### src/logic/act_cfg.svh
/*
 Constants of the converter compute and threshold unit: widths, register
 offsets, field positions, mode codes and timing counts.
 Assumes it is included by bare name, before the package and the unit.
*/
`ifndef ACT_CFG_SVH
`define ACT_CFG_SVH
// ----------------------------------------
// Widths
// ----------------------------------------
`define ACT_RES_W    10
`define ACT_ACC_W    18
`define ACT_DW       16
`define ACT_AW       8
`define ACT_BIT_MSB  4'h9
// ----------------------------------------
// Timing: four clocks per instruction cycle, three clocks per conversion bit
// ----------------------------------------
`define ACT_DIV_LAST 2'h3
`define ACT_BIT_WAIT 2'h2
// ----------------------------------------
// Register offsets
// ----------------------------------------
`define ACT_A_CTRL   8'h00
`define ACT_A_RPT    8'h04
`define ACT_A_PRE    8'h08
`define ACT_A_ACQ    8'h0C
`define ACT_A_CAP    8'h10
`define ACT_A_SETP   8'h14
`define ACT_A_UTH    8'h18
`define ACT_A_LTH    8'h1C
`define ACT_A_RES    8'h20
`define ACT_A_PREV   8'h24
`define ACT_A_ACC    8'h28
`define ACT_A_FILT   8'h2C
`define ACT_A_ERR    8'h30
`define ACT_A_CNT    8'h34
`define ACT_A_STAT   8'h38
`define ACT_A_MASK   8'h3C
`define ACT_A_FLAG   8'h40
// ----------------------------------------
// Fields
// ----------------------------------------
`define ACT_C_GO     0
`define ACT_C_CONT   1
`define ACT_C_MODE   4:2
`define ACT_C_CALC   10:8
`define ACT_C_TMD    14:12
`define ACT_C_CRS    18:16
`define ACT_S_DONE   0
`define ACT_S_THR    1
`define ACT_F_UTH    0
`define ACT_F_LTH    1
`define ACT_F_AOV    2
// ----------------------------------------
// Computation modes
// ----------------------------------------
`define ACT_M_BASIC  3'h0
`define ACT_M_ACCUM  3'h1
`define ACT_M_AVG    3'h2
`define ACT_M_BURST  3'h3
`define ACT_M_LPF    3'h4
`endif

### src/logic/act_pkg.sv
/*
 Types of the converter compute and threshold unit.
 Assumes act_cfg.svh supplies the widths.
*/
`include "act_cfg.svh"
package act_pkg;
	typedef enum logic [2:0] {
		ACT_IDLE, ACT_PRE, ACT_ACQ, ACT_CONV, ACT_FIN, ACT_RETRIG
	} act_state_type;

	typedef struct packed {
		act_state_type          st;
		logic                   go;
		logic                   cont;
		logic [2:0]             mode;
		logic [2:0]             calc;
		logic [2:0]             tmd;
		logic [2:0]             crs;
		logic [7:0]             rpt;
		logic [7:0]             pre;
		logic [7:0]             acq;
		logic [4:0]             cap;
		logic [`ACT_DW-1:0]     setp;
		logic [`ACT_DW-1:0]     uth;
		logic [`ACT_DW-1:0]     lth;
		logic [`ACT_RES_W-1:0]  res;
		logic [`ACT_RES_W-1:0]  prev;
		logic [`ACT_ACC_W-1:0]  acc;
		logic [`ACT_DW-1:0]     filt;
		logic [`ACT_DW-1:0]     err;
		logic [7:0]             cnt;
		logic [1:0]             stat;
		logic [1:0]             mask;
		logic                   uflag;
		logic                   lflag;
		logic                   aov;
		logic [7:0]             tcnt;
		logic [1:0]             div;
		logic [3:0]             bitn;
		logic [1:0]             wt;
		logic [`ACT_RES_W-1:0]  sar;
		logic [`ACT_RES_W-1:0]  trial;
		logic                   s1;
		logic                   s2;
		logic [4:0]             cap_o;
		logic                   pch_o;
		logic                   smp_o;
		logic                   cnv_o;
		logic                   irq_o;
		logic [31:0]            rdata;
		logic                   perr;
	} act_reg_type;
endpackage

### src/logic/act_unit.sv
/*
 Converter compute and threshold unit: sequencing of precharge, acquisition
 and successive-approximation conversion, result accumulation and filtering,
 error calculation, threshold test and interrupt, APB register file.
 Assumes a comparator input from the analog front end (asynchronous) and an
 APB master on the same clock.
*/
`timescale 1ns/1ps
`include "act_cfg.svh"

module act_unit
	import act_pkg::*;
(
	input  wire logic                  clk,
	input  wire logic                  resetn,
	input  wire logic                  psel,
	input  wire logic                  penable,
	input  wire logic                  pwrite,
	input  wire logic [`ACT_AW-1:0]    paddr,
	input  wire logic [31:0]           pwdata,
	output logic      [31:0]           prdata,
	output logic                       pready,
	output logic                       pslverr,
	input  wire logic                  cmp_in,
	output logic      [`ACT_RES_W-1:0] dac_code,
	output logic                       precharge,
	output logic                       sample,
	output logic                       converting,
	output logic      [4:0]            extra_cap,
	output logic                       irq
);
	act_reg_type           q;
	act_reg_type           n;
	logic [`ACT_ACC_W:0]   sum;
	logic [`ACT_ACC_W-1:0] lp;
	logic [`ACT_DW-1:0]    nf;
	logic [`ACT_DW-1:0]    err_c;
	logic [`ACT_DW-1:0]    cur;
	logic [7:0]            ncnt;
	logic [31:0]           rd;
	logic [1:0]            ev;
	logic [1:0]            clr;
	logic                  ok;
	logic                  tick;
	logic                  cmp_c;
	logic                  cond_c;
	logic                  aov_c;
	logic                  done_c;
	logic                  wr;

	// ----------------------------------------
	// Helpers
	// ----------------------------------------
	function automatic logic [`ACT_DW-1:0] ext(input logic [`ACT_RES_W-1:0] r);
		return {{(`ACT_DW-`ACT_RES_W){1'b0}}, r};
	endfunction

	function automatic logic [`ACT_DW-1:0] shr(input logic [`ACT_ACC_W-1:0] x,
	                                           input logic [2:0] s);
		logic [`ACT_ACC_W-1:0] t;
		t = x >> s;
		return t[`ACT_DW-1:0];
	endfunction

	function automatic act_state_type first(input logic [7:0] p, input logic [7:0] a);
		if (p != 8'h00)
			return ACT_PRE;
		if (a != 8'h00)
			return ACT_ACQ;
		return ACT_CONV;
	endfunction

	function automatic logic thr(input logic [2:0] m, input logic [`ACT_DW-1:0] e,
	                             input logic [`ACT_DW-1:0] u,
	                             input logic [`ACT_DW-1:0] l);
		logic signed [`ACT_DW-1:0] se;
		logic signed [`ACT_DW-1:0] su;
		logic signed [`ACT_DW-1:0] sl;
		se = e;
		su = u;
		sl = l;
		unique case (m)
			3'h0: return 1'b0;
			3'h1: return se < sl;
			3'h2: return se >= sl;
			3'h3: return (se >= sl) && (se <= su);
			3'h4: return (se < sl) || (se > su);
			3'h5: return se <= su;
			3'h6: return se > su;
			3'h7: return 1'b1;
		endcase
	endfunction

	// ----------------------------------------
	// Next state
	// ----------------------------------------
	always_comb begin
		n = q;
		n.s1 = cmp_in;
		n.s2 = q.s1;
		ev = 2'h0;
		clr = 2'h0;
		cmp_c = 1'b0;
		cond_c = 1'b0;
		err_c = '0;
		nf = '0;
		cur = ext(q.sar);
		sum = {1'b0, q.acc} + {{(`ACT_ACC_W+1-`ACT_RES_W){1'b0}}, q.sar};
		lp = q.acc + {{(`ACT_ACC_W-`ACT_RES_W){1'b0}}, q.sar} - (q.acc >> q.crs);
		ncnt = (q.cnt == 8'hFF) ? q.cnt : q.cnt + 8'h01;
		done_c = ncnt >= q.rpt;
		tick = q.div == `ACT_DIV_LAST;
		n.div = tick ? 2'h0 : q.div + 2'h1;
		wr = psel && penable && pwrite && !q.perr;
		ok = 1'b1;
		rd = '0;
		unique case (paddr)
			`ACT_A_CTRL: begin
				rd[`ACT_C_GO] = q.go;
				rd[`ACT_C_CONT] = q.cont;
				rd[`ACT_C_MODE] = q.mode;
				rd[`ACT_C_CALC] = q.calc;
				rd[`ACT_C_TMD] = q.tmd;
				rd[`ACT_C_CRS] = q.crs;
			end
			`ACT_A_RPT:  rd[7:0] = q.rpt;
			`ACT_A_PRE:  rd[7:0] = q.pre;
			`ACT_A_ACQ:  rd[7:0] = q.acq;
			`ACT_A_CAP:  rd[4:0] = q.cap;
			`ACT_A_SETP: rd[`ACT_DW-1:0] = q.setp;
			`ACT_A_UTH:  rd[`ACT_DW-1:0] = q.uth;
			`ACT_A_LTH:  rd[`ACT_DW-1:0] = q.lth;
			`ACT_A_RES:  rd[`ACT_RES_W-1:0] = q.res;
			`ACT_A_PREV: rd[`ACT_RES_W-1:0] = q.prev;
			`ACT_A_ACC:  rd[`ACT_ACC_W-1:0] = q.acc;
			`ACT_A_FILT: rd[`ACT_DW-1:0] = q.filt;
			`ACT_A_ERR:  rd[`ACT_DW-1:0] = q.err;
			`ACT_A_CNT:  rd[7:0] = q.cnt;
			`ACT_A_STAT: rd[1:0] = q.stat;
			`ACT_A_MASK: rd[1:0] = q.mask;
			`ACT_A_FLAG: rd[2:0] = {q.aov, q.lflag, q.uflag};
			default:     ok = 1'b0;
		endcase
		if (psel && !penable) begin
			n.rdata = rd;
			n.perr = !ok;
		end
		if (wr) begin
			unique case (paddr)
				`ACT_A_CTRL: begin
					if (q.st == ACT_IDLE)
						n.go = pwdata[`ACT_C_GO];
					n.cont = pwdata[`ACT_C_CONT];
					n.mode = pwdata[`ACT_C_MODE];
					n.calc = pwdata[`ACT_C_CALC];
					n.tmd = pwdata[`ACT_C_TMD];
					n.crs = pwdata[`ACT_C_CRS];
				end
				`ACT_A_RPT:  n.rpt = pwdata[7:0];
				`ACT_A_PRE:  n.pre = pwdata[7:0];
				`ACT_A_ACQ:  n.acq = pwdata[7:0];
				`ACT_A_CAP:  n.cap = pwdata[4:0];
				`ACT_A_SETP: n.setp = pwdata[`ACT_DW-1:0];
				`ACT_A_UTH:  n.uth = pwdata[`ACT_DW-1:0];
				`ACT_A_LTH:  n.lth = pwdata[`ACT_DW-1:0];
				`ACT_A_STAT: clr = pwdata[1:0];
				`ACT_A_MASK: n.mask = pwdata[1:0];
				`ACT_A_FLAG: begin
					n.uflag = q.uflag & ~pwdata[`ACT_F_UTH];
					n.lflag = q.lflag & ~pwdata[`ACT_F_LTH];
					n.aov = q.aov & ~pwdata[`ACT_F_AOV];
				end
				default: ;
			endcase
		end
		aov_c = n.aov;
		// ----------------------------------------
		// Sequencer
		// ----------------------------------------
		unique case (q.st)
			ACT_IDLE: begin
				if (q.go)
					n.st = first(q.pre, q.acq);
			end
			ACT_PRE: begin
				if (tick) begin
					n.tcnt = q.tcnt - 8'h01;
					if (q.tcnt == 8'h01)
						n.st = (q.acq != 8'h00) ? ACT_ACQ : ACT_CONV;
				end
			end
			ACT_ACQ: begin
				if (tick) begin
					n.tcnt = q.tcnt - 8'h01;
					if (q.tcnt == 8'h01)
						n.st = ACT_CONV;
				end
			end
			ACT_CONV: begin
				if (q.wt != 2'h0) begin
					n.wt = q.wt - 2'h1;
				end else begin
					if (q.s2)
						n.sar = q.trial;
					if (q.bitn == 4'h0) begin
						n.st = ACT_FIN;
					end else begin
						n.bitn = q.bitn - 4'h1;
						n.wt = `ACT_BIT_WAIT;
					end
				end
			end
			ACT_FIN: begin
				n.res = q.sar;
				n.prev = q.res;
				n.go = 1'b0;
				ev[`ACT_S_DONE] = 1'b1;
				unique case (q.mode)
					`ACT_M_ACCUM: begin
						n.acc = sum[`ACT_ACC_W-1:0];
						aov_c = aov_c | sum[`ACT_ACC_W];
						n.cnt = ncnt;
						nf = shr(sum[`ACT_ACC_W-1:0], q.crs);
						cmp_c = 1'b1;
					end
					`ACT_M_AVG, `ACT_M_BURST: begin
						n.acc = sum[`ACT_ACC_W-1:0];
						aov_c = aov_c | sum[`ACT_ACC_W];
						n.cnt = ncnt;
						if (done_c) begin
							nf = shr(sum[`ACT_ACC_W-1:0], q.crs);
							cmp_c = 1'b1;
							n.acc = '0;
							n.cnt = 8'h00;
						end
					end
					`ACT_M_LPF: begin
						n.acc = lp;
						n.cnt = ncnt;
						if (done_c) begin
							nf = shr(lp, q.crs);
							cmp_c = 1'b1;
							n.cnt = 8'h00;
						end
					end
					default: begin
						n.acc = {{(`ACT_ACC_W-`ACT_RES_W){1'b0}}, q.sar};
						nf = cur;
						cmp_c = 1'b1;
					end
				endcase
				if (cmp_c) begin
					unique case (q.calc)
						3'h0: err_c = cur - ext(q.res);
						3'h1: err_c = cur - ext(q.res);
						3'h2: err_c = cur - q.setp;
						3'h3: err_c = cur - nf;
						3'h4: err_c = nf - q.filt;
						3'h5: err_c = nf - q.setp;
						default: err_c = '0;
					endcase
					cond_c = thr(q.tmd, err_c, q.uth, q.lth);
					n.uflag = $signed(err_c) > $signed(q.uth);
					n.lflag = $signed(err_c) < $signed(q.lth);
					ev[`ACT_S_THR] = cond_c || aov_c;
					n.filt = nf;
					n.err = err_c;
				end
				if (q.cont || (q.mode == `ACT_M_BURST && !done_c))
					n.st = ACT_RETRIG;
				else
					n.st = ACT_IDLE;
			end
			ACT_RETRIG: begin
				n.go = 1'b1;
				n.st = first(q.pre, q.acq);
			end
		endcase
		n.aov = aov_c;
		if (n.st != q.st) begin
			n.div = 2'h0;
			n.tcnt = (n.st == ACT_PRE) ? q.pre : q.acq;
			n.bitn = `ACT_BIT_MSB;
			n.wt = `ACT_BIT_WAIT;
			if (n.st == ACT_CONV)
				n.sar = '0;
		end
		n.stat = (q.stat & ~clr) | ev;
		n.irq_o = |(n.stat & n.mask);
		n.trial = n.sar | ({{(`ACT_RES_W-1){1'b0}}, 1'b1} << n.bitn);
		n.pch_o = n.st == ACT_PRE;
		n.smp_o = n.st == ACT_ACQ;
		n.cnv_o = n.st == ACT_CONV;
		n.cap_o = (n.st == ACT_PRE || n.st == ACT_ACQ) ? n.cap : 5'h00;
	end

	always_ff @(posedge clk) begin
		if (!resetn)
			q <= '0;
		else
			q <= n;
	end

	assign prdata = q.rdata;
	assign pslverr = q.perr && psel && penable;
	assign pready = psel && penable;
	assign dac_code = q.trial;
	assign precharge = q.pch_o;
	assign sample = q.smp_o;
	assign converting = q.cnv_o;
	assign extra_cap = q.cap_o;
	assign irq = q.irq_o;

	// ----------------------------------------
	// Checks
	// ----------------------------------------
	logic [10:0] plen_q;
	always_ff @(posedge clk) begin
		if (!resetn)
			plen_q <= '0;
		else
			plen_q <= (q.st == ACT_PRE) ? plen_q + 11'h001 : 11'h000;
	end
endmodule

### config.mk
export PLATFORM = sky130hd
export DESIGN_NAME = act_unit
export DESIGN_NICKNAME = d
export VERILOG_FILES = /design/src/logic/act_pkg.sv /design/src/logic/act_unit.sv
export VERILOG_INCLUDE_DIRS = /design/src /design/src/logic
export SDC_FILE = /design/constraint.sdc
export NUM_CORES = 1
export LEC_CHECK = 0
export BUFFER_PORTS_ARGS = -buffer_cell sky130_fd_sc_hd__clkbuf_2
export CAP_MARGIN = 0
export CORE_AREA = 10 10 215 217
export DETAILED_ROUTE_END_ITERATION = 16
export DIE_AREA = 0 0 225 227
export PLACE_DENSITY = 0.67
export SLEW_MARGIN = 10
export SYNTH_ARGS = -nofsm -noshare
export SYNTH_HDL_FRONTEND = slang
export SYNTH_SLANG_ARGS = --single-unit
### constraint.sdc
create_clock -name clk -period 13.2 [get_ports clk]
set_input_delay 0 -clock clk [delete_from_list [all_inputs] [get_ports clk]]
set_output_delay 0 -clock clk [all_outputs]
set_load 0.01 [all_outputs]
==> results of run 1 <==
==> kinds of logic after synthesis <==
| logic type | after synthesis | synth area share |
|---|---|---|
| AND/OR/NAND/NOR | 874 | 0.207 |
| multiplexers | 137 | 0.0834 |
| buffers and inverters | 318 | 0.0809 |
| flip-flops | 246 | 0.264 |
| adder cells (fa/ha/maj) | 130 | 0.0929 |
| other | 1 | 0.000201 |
| AO/OA/AOI/OAI | 695 | 0.240 |
| XOR/XNOR | 67 | 0.0315 |
==> per-stage QoR <==
| step | instance area (um2) | cells |
|---|---|---|
| 2_1_floorplan | 18700 | 2480 |
| 4_1_cts | 20000 | 3001 |
| 3_5_place_dp | 19000 | 2932 |
| 5_1_grt | 20000 | 3001 |
| 6_report | 20000 | 3001 |
| 3_3_place_gp | 19000 | 2932 |
==> layer usage <==
metal / global-route usage / up-vias / wire [um]
met5: 0 / - / 0
met4: 0.0776 / 0 / 2130
met3: 0.0489 / 131 / 6490
met2: 0.396 / 891 / 29500
met1: 0.332 / 8839 / 28300
li1: - / 8712 / -
==> sequential cells by signal, indices dropped and copies added (netlist names), 5 cells and up <==
name       count
q            197
prdata        19
cur           10
extra_cap      5
dac_code      10
==> worst max-delay path by stage <==
stage	to	slack, ps	cells past startpoint
CTS	irq	2620	40
global route	irq	1830	38
floorplan	irq	4080	44
finish	irq	2350	40
detailed placement	irq	2650	40
global placement	irq	2650	40
==> critical path: cells and delay by family (launching register included) <==
family / cells / cell delay [ps]
buffers and inverters: 3 / 390
adder cells (fa/ha/maj): 4 / 1460
XOR/XNOR: 2 / 550
AO/OA/AOI/OAI: 18 / 5180
AND/OR/NAND/NOR: 10 / 1890
multiplexers: 3 / 590
flip-flops: 1 / 610
==> report_power, final <==
part | total, uW | switching (uW) | internal [uW] | leakage, uW
logic | 382 | 244 | 139 | 0.00548
registers | 795 | 23.8 | 771 | 0.00199
clock network | 760 | 330 | 430 | 0.000414
==> layout make-up <==
| cell class | instances | area (um2) |
|---|---|---|
| flip-flops and latches | 246 | 4930 |
| multi-input cells | 1916 | 12300 |
| inverters | 130 | 493 |
| repair buffers | 124 | 808 |
| well taps | 539 | 674 |
| fillers | 4124 | 21700 |
| clock buffers | 36 | 739 |
| clock inverters | 10 | 113 |
==> Yosys cell counts (18+ instances only) <==
library cell and n:
sky130_fd_sc_hd__a221oi_1 24, sky130_fd_sc_hd__nand3_1 53, sky130_fd_sc_hd__xor2_1 21, sky130_fd_sc_hd__ha_1 116, sky130_fd_sc_hd__inv_1 127, sky130_fd_sc_hd__nand2b_1 19
sky130_fd_sc_hd__clkbuf_1 107, sky130_fd_sc_hd__o22ai_1 31, sky130_fd_sc_hd__a21oi_1 245, sky130_fd_sc_hd__nor2_1 249, sky130_fd_sc_hd__and2_1 18, sky130_fd_sc_hd__nand2_1 369
sky130_fd_sc_hd__o21a_1 22, sky130_fd_sc_hd__a31oi_1 19, sky130_fd_sc_hd__a21o_1 20, sky130_fd_sc_hd__buf_4 47, sky130_fd_sc_hd__dfxtp_1 246, sky130_fd_sc_hd__a211oi_1 34
sky130_fd_sc_hd__mux2i_1 113, sky130_fd_sc_hd__nor2b_1 19, sky130_fd_sc_hd__nor3_1 57, sky130_fd_sc_hd__o21ai_0 125, sky130_fd_sc_hd__a22oi_1 24, sky130_fd_sc_hd__xnor2_1 46
==> timing repair <==
item,CTS,global route
endpoints found under the hold margin,97,0
hold buffers,23,0
gates resized for setup,0,0
==> impl_results.rst, run 1 <==
.. list-table::
   :header-rows: 1

   * - Metric
     - Value
   * - Core outline area
     - 41800 um2
   * - Post-synthesis instance total
     - approximately 2500
   * - TritonCTS Sinks
     - between 200 and 250
   * - Startpoint of the most critical setup path
     - q[243]
   * - Share of the synthesized area in the top cell type
     - 0.264
   * - Growth of design area from synthesis to finish
     - 7.51%
   * - WHS Path Cells
     - 5
   * - Total power divided by cell area
     - slightly below 100 nW/um2
   * - Place WS
     - about 2600 ps
   * - Share of final-layout standard cells stronger than drive strength 1
     - 0.0857
   * - Async SR Flop Fraction
     - 0
   * - Ant. Diodes
     - 0
   * - Number of slew-limit violations in the final report
     - 0
   * - Gp weighted congestion
     - slightly below 1
   * - Unrepaired setup endpoints after global routing
     - no
   * - Clock skew after layout
     - about 26 ps
   * - Post-synthesis cell type count
     - 98
   * - Largest driver fanout on the critical path
     - 30
   * - Cell chosen for the clock root
     - sky130_fd_sc_hd__clkbuf_16
   * - Wire length of the first global-routing pass
     - roughly 100 mm
   * - Finished Core Util
     - 0.480
   * - Worst min-delay path startpoint
     - psel
   * - Detail-routed via count per cell
     - just over 6
   * - Number of remaining DRC errors
     - 0
   * - Arrival time worst endpoint
     - 11250 ps
   * - Std-Cell Rows
     - 75
   * - Vias in the first global route
     - 17184
   * - PortBufs
     - slightly above 70
   * - GRT overflow
     - 0
   * - Clock buffers created by TritonCTS
     - 27
   * - Critical setup path kind
     - flip-flop to flip-flop
   * - Biggest area consumer among synthesized cells
     - sky130_fd_sc_hd__dfxtp_1
   * - Number of buffers inserted to repair setup after CTS
     - 0
   * - Total track usage
     - 0.248
   * - Element type at the critical path start
     - flip-flop
   * - Estimated wirelength of the detail-placed design
     - around 49 mm
   * - Worst Hold Slack
     - 74.8 ps
   * - Max-slew headroom
     - 0.261
   * - Total detailed-routing wirelength
     - around 66 mm
   * - Longest individual stage delay on the worst path
     - 930 ps
   * - Initial Util
     - 0.447
   * - Clk buf depth
     - 3
   * - Most area-consuming cells after synthesis
     - sky130_fd_sc_hd__dfxtp_1 (26%), sky130_fd_sc_hd__ha_1 (7.8%), sky130_fd_sc_hd__nand2_1 (7.4%)
   * - Critical Path Most Common Cell
     - sky130_fd_sc_hd__o21ai_0
   * - Status
     - finished clean
   * - Post-synthesis sequential area ratio
     - 0.264
   * - Commonest non-fill, non-tap cell in the layout
     - sky130_fd_sc_hd__nand2_1
   * - Flops & latches, synth
     - ~250
   * - Reg2Reg Launch Point
     - q[243]
   * - Hold EP
     - prdata[4]
   * - Critical path required time
     - around 14000 ps
   * - Die area
     - 51100 um2
   * - Category of the worst setup path capture point
     - flip-flop
   * - Post-synth top flop
     - sky130_fd_sc_hd__dfxtp_1
   * - Clock Latency Late Sink
     - between 500 and 600 ps
   * - Minimum clock period
     - ~11000 ps
   * - Setup WS post-layout
     - 2350 ps
   * - Routed Antenna Nets
     - 0
   * - Max H-tree Level
     - 1
   * - Clock tree from TritonCTS
     - built
   * - Number of search-and-repair iterations in the first detailed-routing pass
     - 7
   * - Detailed router's first-iteration violation count
     - about 2200
   * - Post-route total power
     - approximately 1900 uW
   * - Fmax
     - between 90 and 100 MHz
   * - EDFF count, synth
     - 0
   * - Clock edge transition at the registers on the reported setup and hold paths
     - about 60 ps
   * - Count of maximum capacitance violations
     - 0
   * - Reported leakage power
     - roughly 0.0079 uW
   * - Logic depth of the worst register-to-register path
     - 40
   * - Area of the mapped netlist
     - ~19000 um2
   * - DIE WIDTH
     - ~230 um
   * - Setup TNS
     - 0 ps
   * - Internal reg-to-reg setup slack
     - ~2300 ps
   * - Kind of path behind the tightest hold check
     - input pin to flip-flop
   * - Tightest Pin Transition
     - about 1100 ps
   * - Initial antenna violation count
     - 0
   * - Total number of vias
     - around 19000
   * - VDD IR-drop max
     - approximately 0.11 mV
   * - Final period util
     - 0.822
   * - Critical-path cell with the highest stage delay
     - sky130_fd_sc_hd__a2111oi_0
   * - Number of hold violations in the final report
     - 0
   * - Vert. Die Dim
     - roughly 230 um
   * - Reg-to-Reg End
     - irq
   * - Per-instance average area after synthesis
     - roughly 7.6 um2
   * - Most frequent cells in the layout
     - sky130_fd_sc_hd__nand2_1 (369), sky130_fd_sc_hd__nor2_1 (247), sky130_fd_sc_hd__a21oi_1 (245), sky130_fd_sc_hd__dfxtp_1 (243), sky130_fd_sc_hd__inv_1 (127)
   * - Number of nets at the end of the flow
     - approximately 2600
   * - Count of synthesis-stage warnings from yosys
     - 0
   * - Number of top-level pins
     - 99
   * - Maximum number of pins on one net before global-route repair
     - 101
   * - Number of setup violations in the final report
     - 0
   * - Mean routed wirelength per cell
     - 22.1 um
No activity file was read; power rests on OpenSTA's default activity.
==> run 2, diff against run 1 <==
- PLACE_DENSITY: 0.67 -> 0.7
- clock period: 13.2 -> 9.6 ns (I/O delays scaled with it)
==> impl_results.rst, run 2 (synthesized netlist as in run 1, its figures left out) <==
.. list-table::
   :header-rows: 1

   * - Metric
     - Value
   * - Detail-routed via count per cell
     - between 6 and 7
   * - Commonest non-fill, non-tap cell in the layout
     - sky130_fd_sc_hd__nand2_1
   * - Reported leakage power
     - a little over 0.008 uW
   * - Minimum clock period
     - 8990 ps
   * - Category of the worst setup path capture point
     - flip-flop
   * - Total detailed-routing wirelength
     - 67.4 mm
   * - Number of remaining DRC errors
     - 0
   * - Initial Util
     - 0.447
   * - Number of search-and-repair iterations in the first detailed-routing pass
     - 6
   * - Unrepaired setup endpoints after global routing
     - no
   * - Clock edge transition at the registers on the reported setup and hold paths
     - ~60 ps
   * - Finished Core Util
     - 0.492
   * - Routed Antenna Nets
     - 0
   * - Number of buffers inserted to repair setup after CTS
     - 0
   * - Top layer used by detailed routing
     - met4
   * - Detailed router's first-iteration violation count
     - between 2000 and 2500
   * - Total track usage
     - 0.255
   * - Number of flip-flops in the largest register
     - around 200
   * - Fill cell count
     - a little over 4000
   * - TritonCTS Sinks
     - around 250
   * - Total power divided by cell area
     - ~130 nW/um2
   * - Bufs and invs on worst path
     - 5
   * - Vert. Die Dim
     - roughly 230 um
   * - Initial antenna violation count
     - 0
   * - Wire length of the first global-routing pass
     - just over 100 mm
   * - Clock skew after layout
     - 26.6 ps
   * - Clock buffers created by TritonCTS
     - 29
   * - Critical path required time
     - between 10000 and 15000 ps
   * - Die area
     - 51100 um2
   * - Cell chosen for the clock root
     - sky130_fd_sc_hd__clkbuf_16
   * - Estimated wirelength of the detail-placed design
     - approximately 50 mm
   * - Vias in the first global route
     - 17703
   * - Tightest Pin Transition
     - 1210 ps
   * - Largest driver fanout on the critical path
     - 9
   * - Total met3 wirelength after detailed routing
     - approximately 6.5 mm
   * - Gp weighted congestion
     - between 0.9 and 1
   * - Worst Hold Slack
     - just under 50 ps
   * - Most flops, register
     - q
   * - Max-slew headroom
     - 0.184
   * - Number of top-level pins
     - between 90 and 100
   * - Family with the most delay on the worst path
     - compound AO/OA/AOI/OAI gates
   * - Growth of design area from synthesis to finish
     - 10.2%
   * - Count of maximum capacitance violations
     - 0
   * - Number of hold violations in the final report
     - 0
   * - VDD IR-drop max
     - about 0.16 mV
   * - Clock tree from TritonCTS
     - built
   * - Std-Cell Rows
     - 75
   * - Number of nets at the end of the flow
     - between 2000 and 3000
   * - Number of slew-limit violations in the final report
     - 0
   * - Arrival time worst endpoint
     - ~9400 ps
   * - Critical setup path kind
     - flip-flop to flip-flop
   * - Kind of path behind the tightest hold check
     - input pin to flip-flop
   * - Critical-path cell with the highest stage delay
     - sky130_fd_sc_hd__mux4_2
   * - Element type at the critical path start
     - flip-flop
   * - Fmax
     - around 110 MHz
   * - Max H-tree Level
     - 1
   * - Number of setup violations in the final report
     - 0
   * - GRT overflow
     - 0
   * - Core outline area
     - 41800 um2
   * - Maximum number of pins on one net before global-route repair
     - 100
   * - Final period util
     - 0.936
   * - Total number of vias
     - between 15000 and 20000
   * - Clock Latency Late Sink
     - a little under 600 ps
   * - Most frequent cells in the layout
     - sky130_fd_sc_hd__nand2_1 (369), sky130_fd_sc_hd__nor2_1 (247), sky130_fd_sc_hd__dfxtp_1 (243), sky130_fd_sc_hd__a21oi_1 (239), sky130_fd_sc_hd__inv_1 (127)
   * - Longest individual stage delay on the worst path
     - around 490 ps
   * - Total met2 wirelength after detailed routing
     - 29.4 mm
   * - DIE WIDTH
     - between 200 and 250 um
   * - Clk buf depth
     - 3
   * - Mean routed wirelength per cell
     - ~22 um
   * - Share of final-layout standard cells stronger than drive strength 1
     - 0.108
   * - Critical Path Most Common Cell
     - sky130_fd_sc_hd__a21oi_1
   * - M1 WL
     - between 20 and 30 mm
   * - Ant. Diodes
     - 0
   * - Status
     - finished clean
   * - PortBufs
     - roughly 70
   * - Setup TNS
     - 0 ps
run 2: cell count changes in the layout (fill, tap and decap cells not counted), moves of 2 or more:
| cell | previous run | this run |
|---|---|---|
| sky130_fd_sc_hd__clkbuf_16 | 27 | 29 |
| sky130_fd_sc_hd__dlygate4sd3_1 | 23 | 25 |
| sky130_fd_sc_hd__a31oi_2 | 0 | 2 |
| sky130_fd_sc_hd__clkbuf_8 | 3 | 8 |
| sky130_fd_sc_hd__buf_4 | 29 | 67 |
| sky130_fd_sc_hd__a31oi_1 | 19 | 17 |
| sky130_fd_sc_hd__o21ai_0 | 124 | 119 |
| sky130_fd_sc_hd__a21oi_2 | 1 | 7 |
| sky130_fd_sc_hd__o21ai_1 | 4 | 9 |
| sky130_fd_sc_hd__a21oi_1 | 245 | 239 |
run 2: cell type report:
class | count | area, um2 | share of cell area
multi-input cells | 1916 | 12400 | 0.602
well taps | 539 | 674 | 0.0328
repair buffers | 166 | 1140 | 0.0557
clock buffers | 43 | 858 | 0.0418
inverters | 130 | 493 | 0.0240
flip-flops and latches | 246 | 4930 | 0.240
clock inverters | 8 | 78.8 | 0.00384
run 2: stage by stage:
stage / power, uW / instances / area [um2] / setup WS (ps)
detailed placement: 1630 / 2972 / 19300 / 259
CTS: 2720 / 3048 / 20500 / 221
global placement: 1620 / 2972 / 19300 / 457
finish: 2730 / 3048 / 20500 / 612
floorplan: 1510 / 2480 / 18700 / 483
global route: 2830 / 3048 / 20500 / 23.3
run 2: power by group:
part           total, uW  switching, uW  internal (uW)  leakage, uW
logic                535            337            199      0.00572
registers           1090           33.5           1060      0.00199
clock network       1100            458            641     0.000461
total               2730            828           1900      0.00817
run 2: worst min-delay path, cell delays in order:
cell and delay (ps):
sky130_fd_sc_hd__clkbuf_2 100, sky130_fd_sc_hd__nand2b_1 50, sky130_fd_sc_hd__buf_4 250, sky130_fd_sc_hd__nand2_1 120, sky130_fd_sc_hd__a21oi_1 50
run 2: worst paths after layout:
check,to,start,slack (ps),depth (start not counted)
setup / recovery,q[86],q[243],610,39
hold / removal,prdata[2],psel,50,5
setup reg to reg,q[86],q[243],610,39
hold reg to reg,q[70],q[70],430,1
run 2: repair_timing:
item | CTS | global route
endpoints found under the setup margin | 0 | 2
resized for setup | 0 | 22
hold buffers | 25 | 0
hold endpoints to repair | 105 | 0
run 2: metal layers:
metal | vias up | global-route usage
li1 | 8795 | -
met1 | 8973 | 0.342
met2 | 960 | 0.397
met3 | 185 | 0.0434
met4 | 0 | 0.107
met5 | - | 0
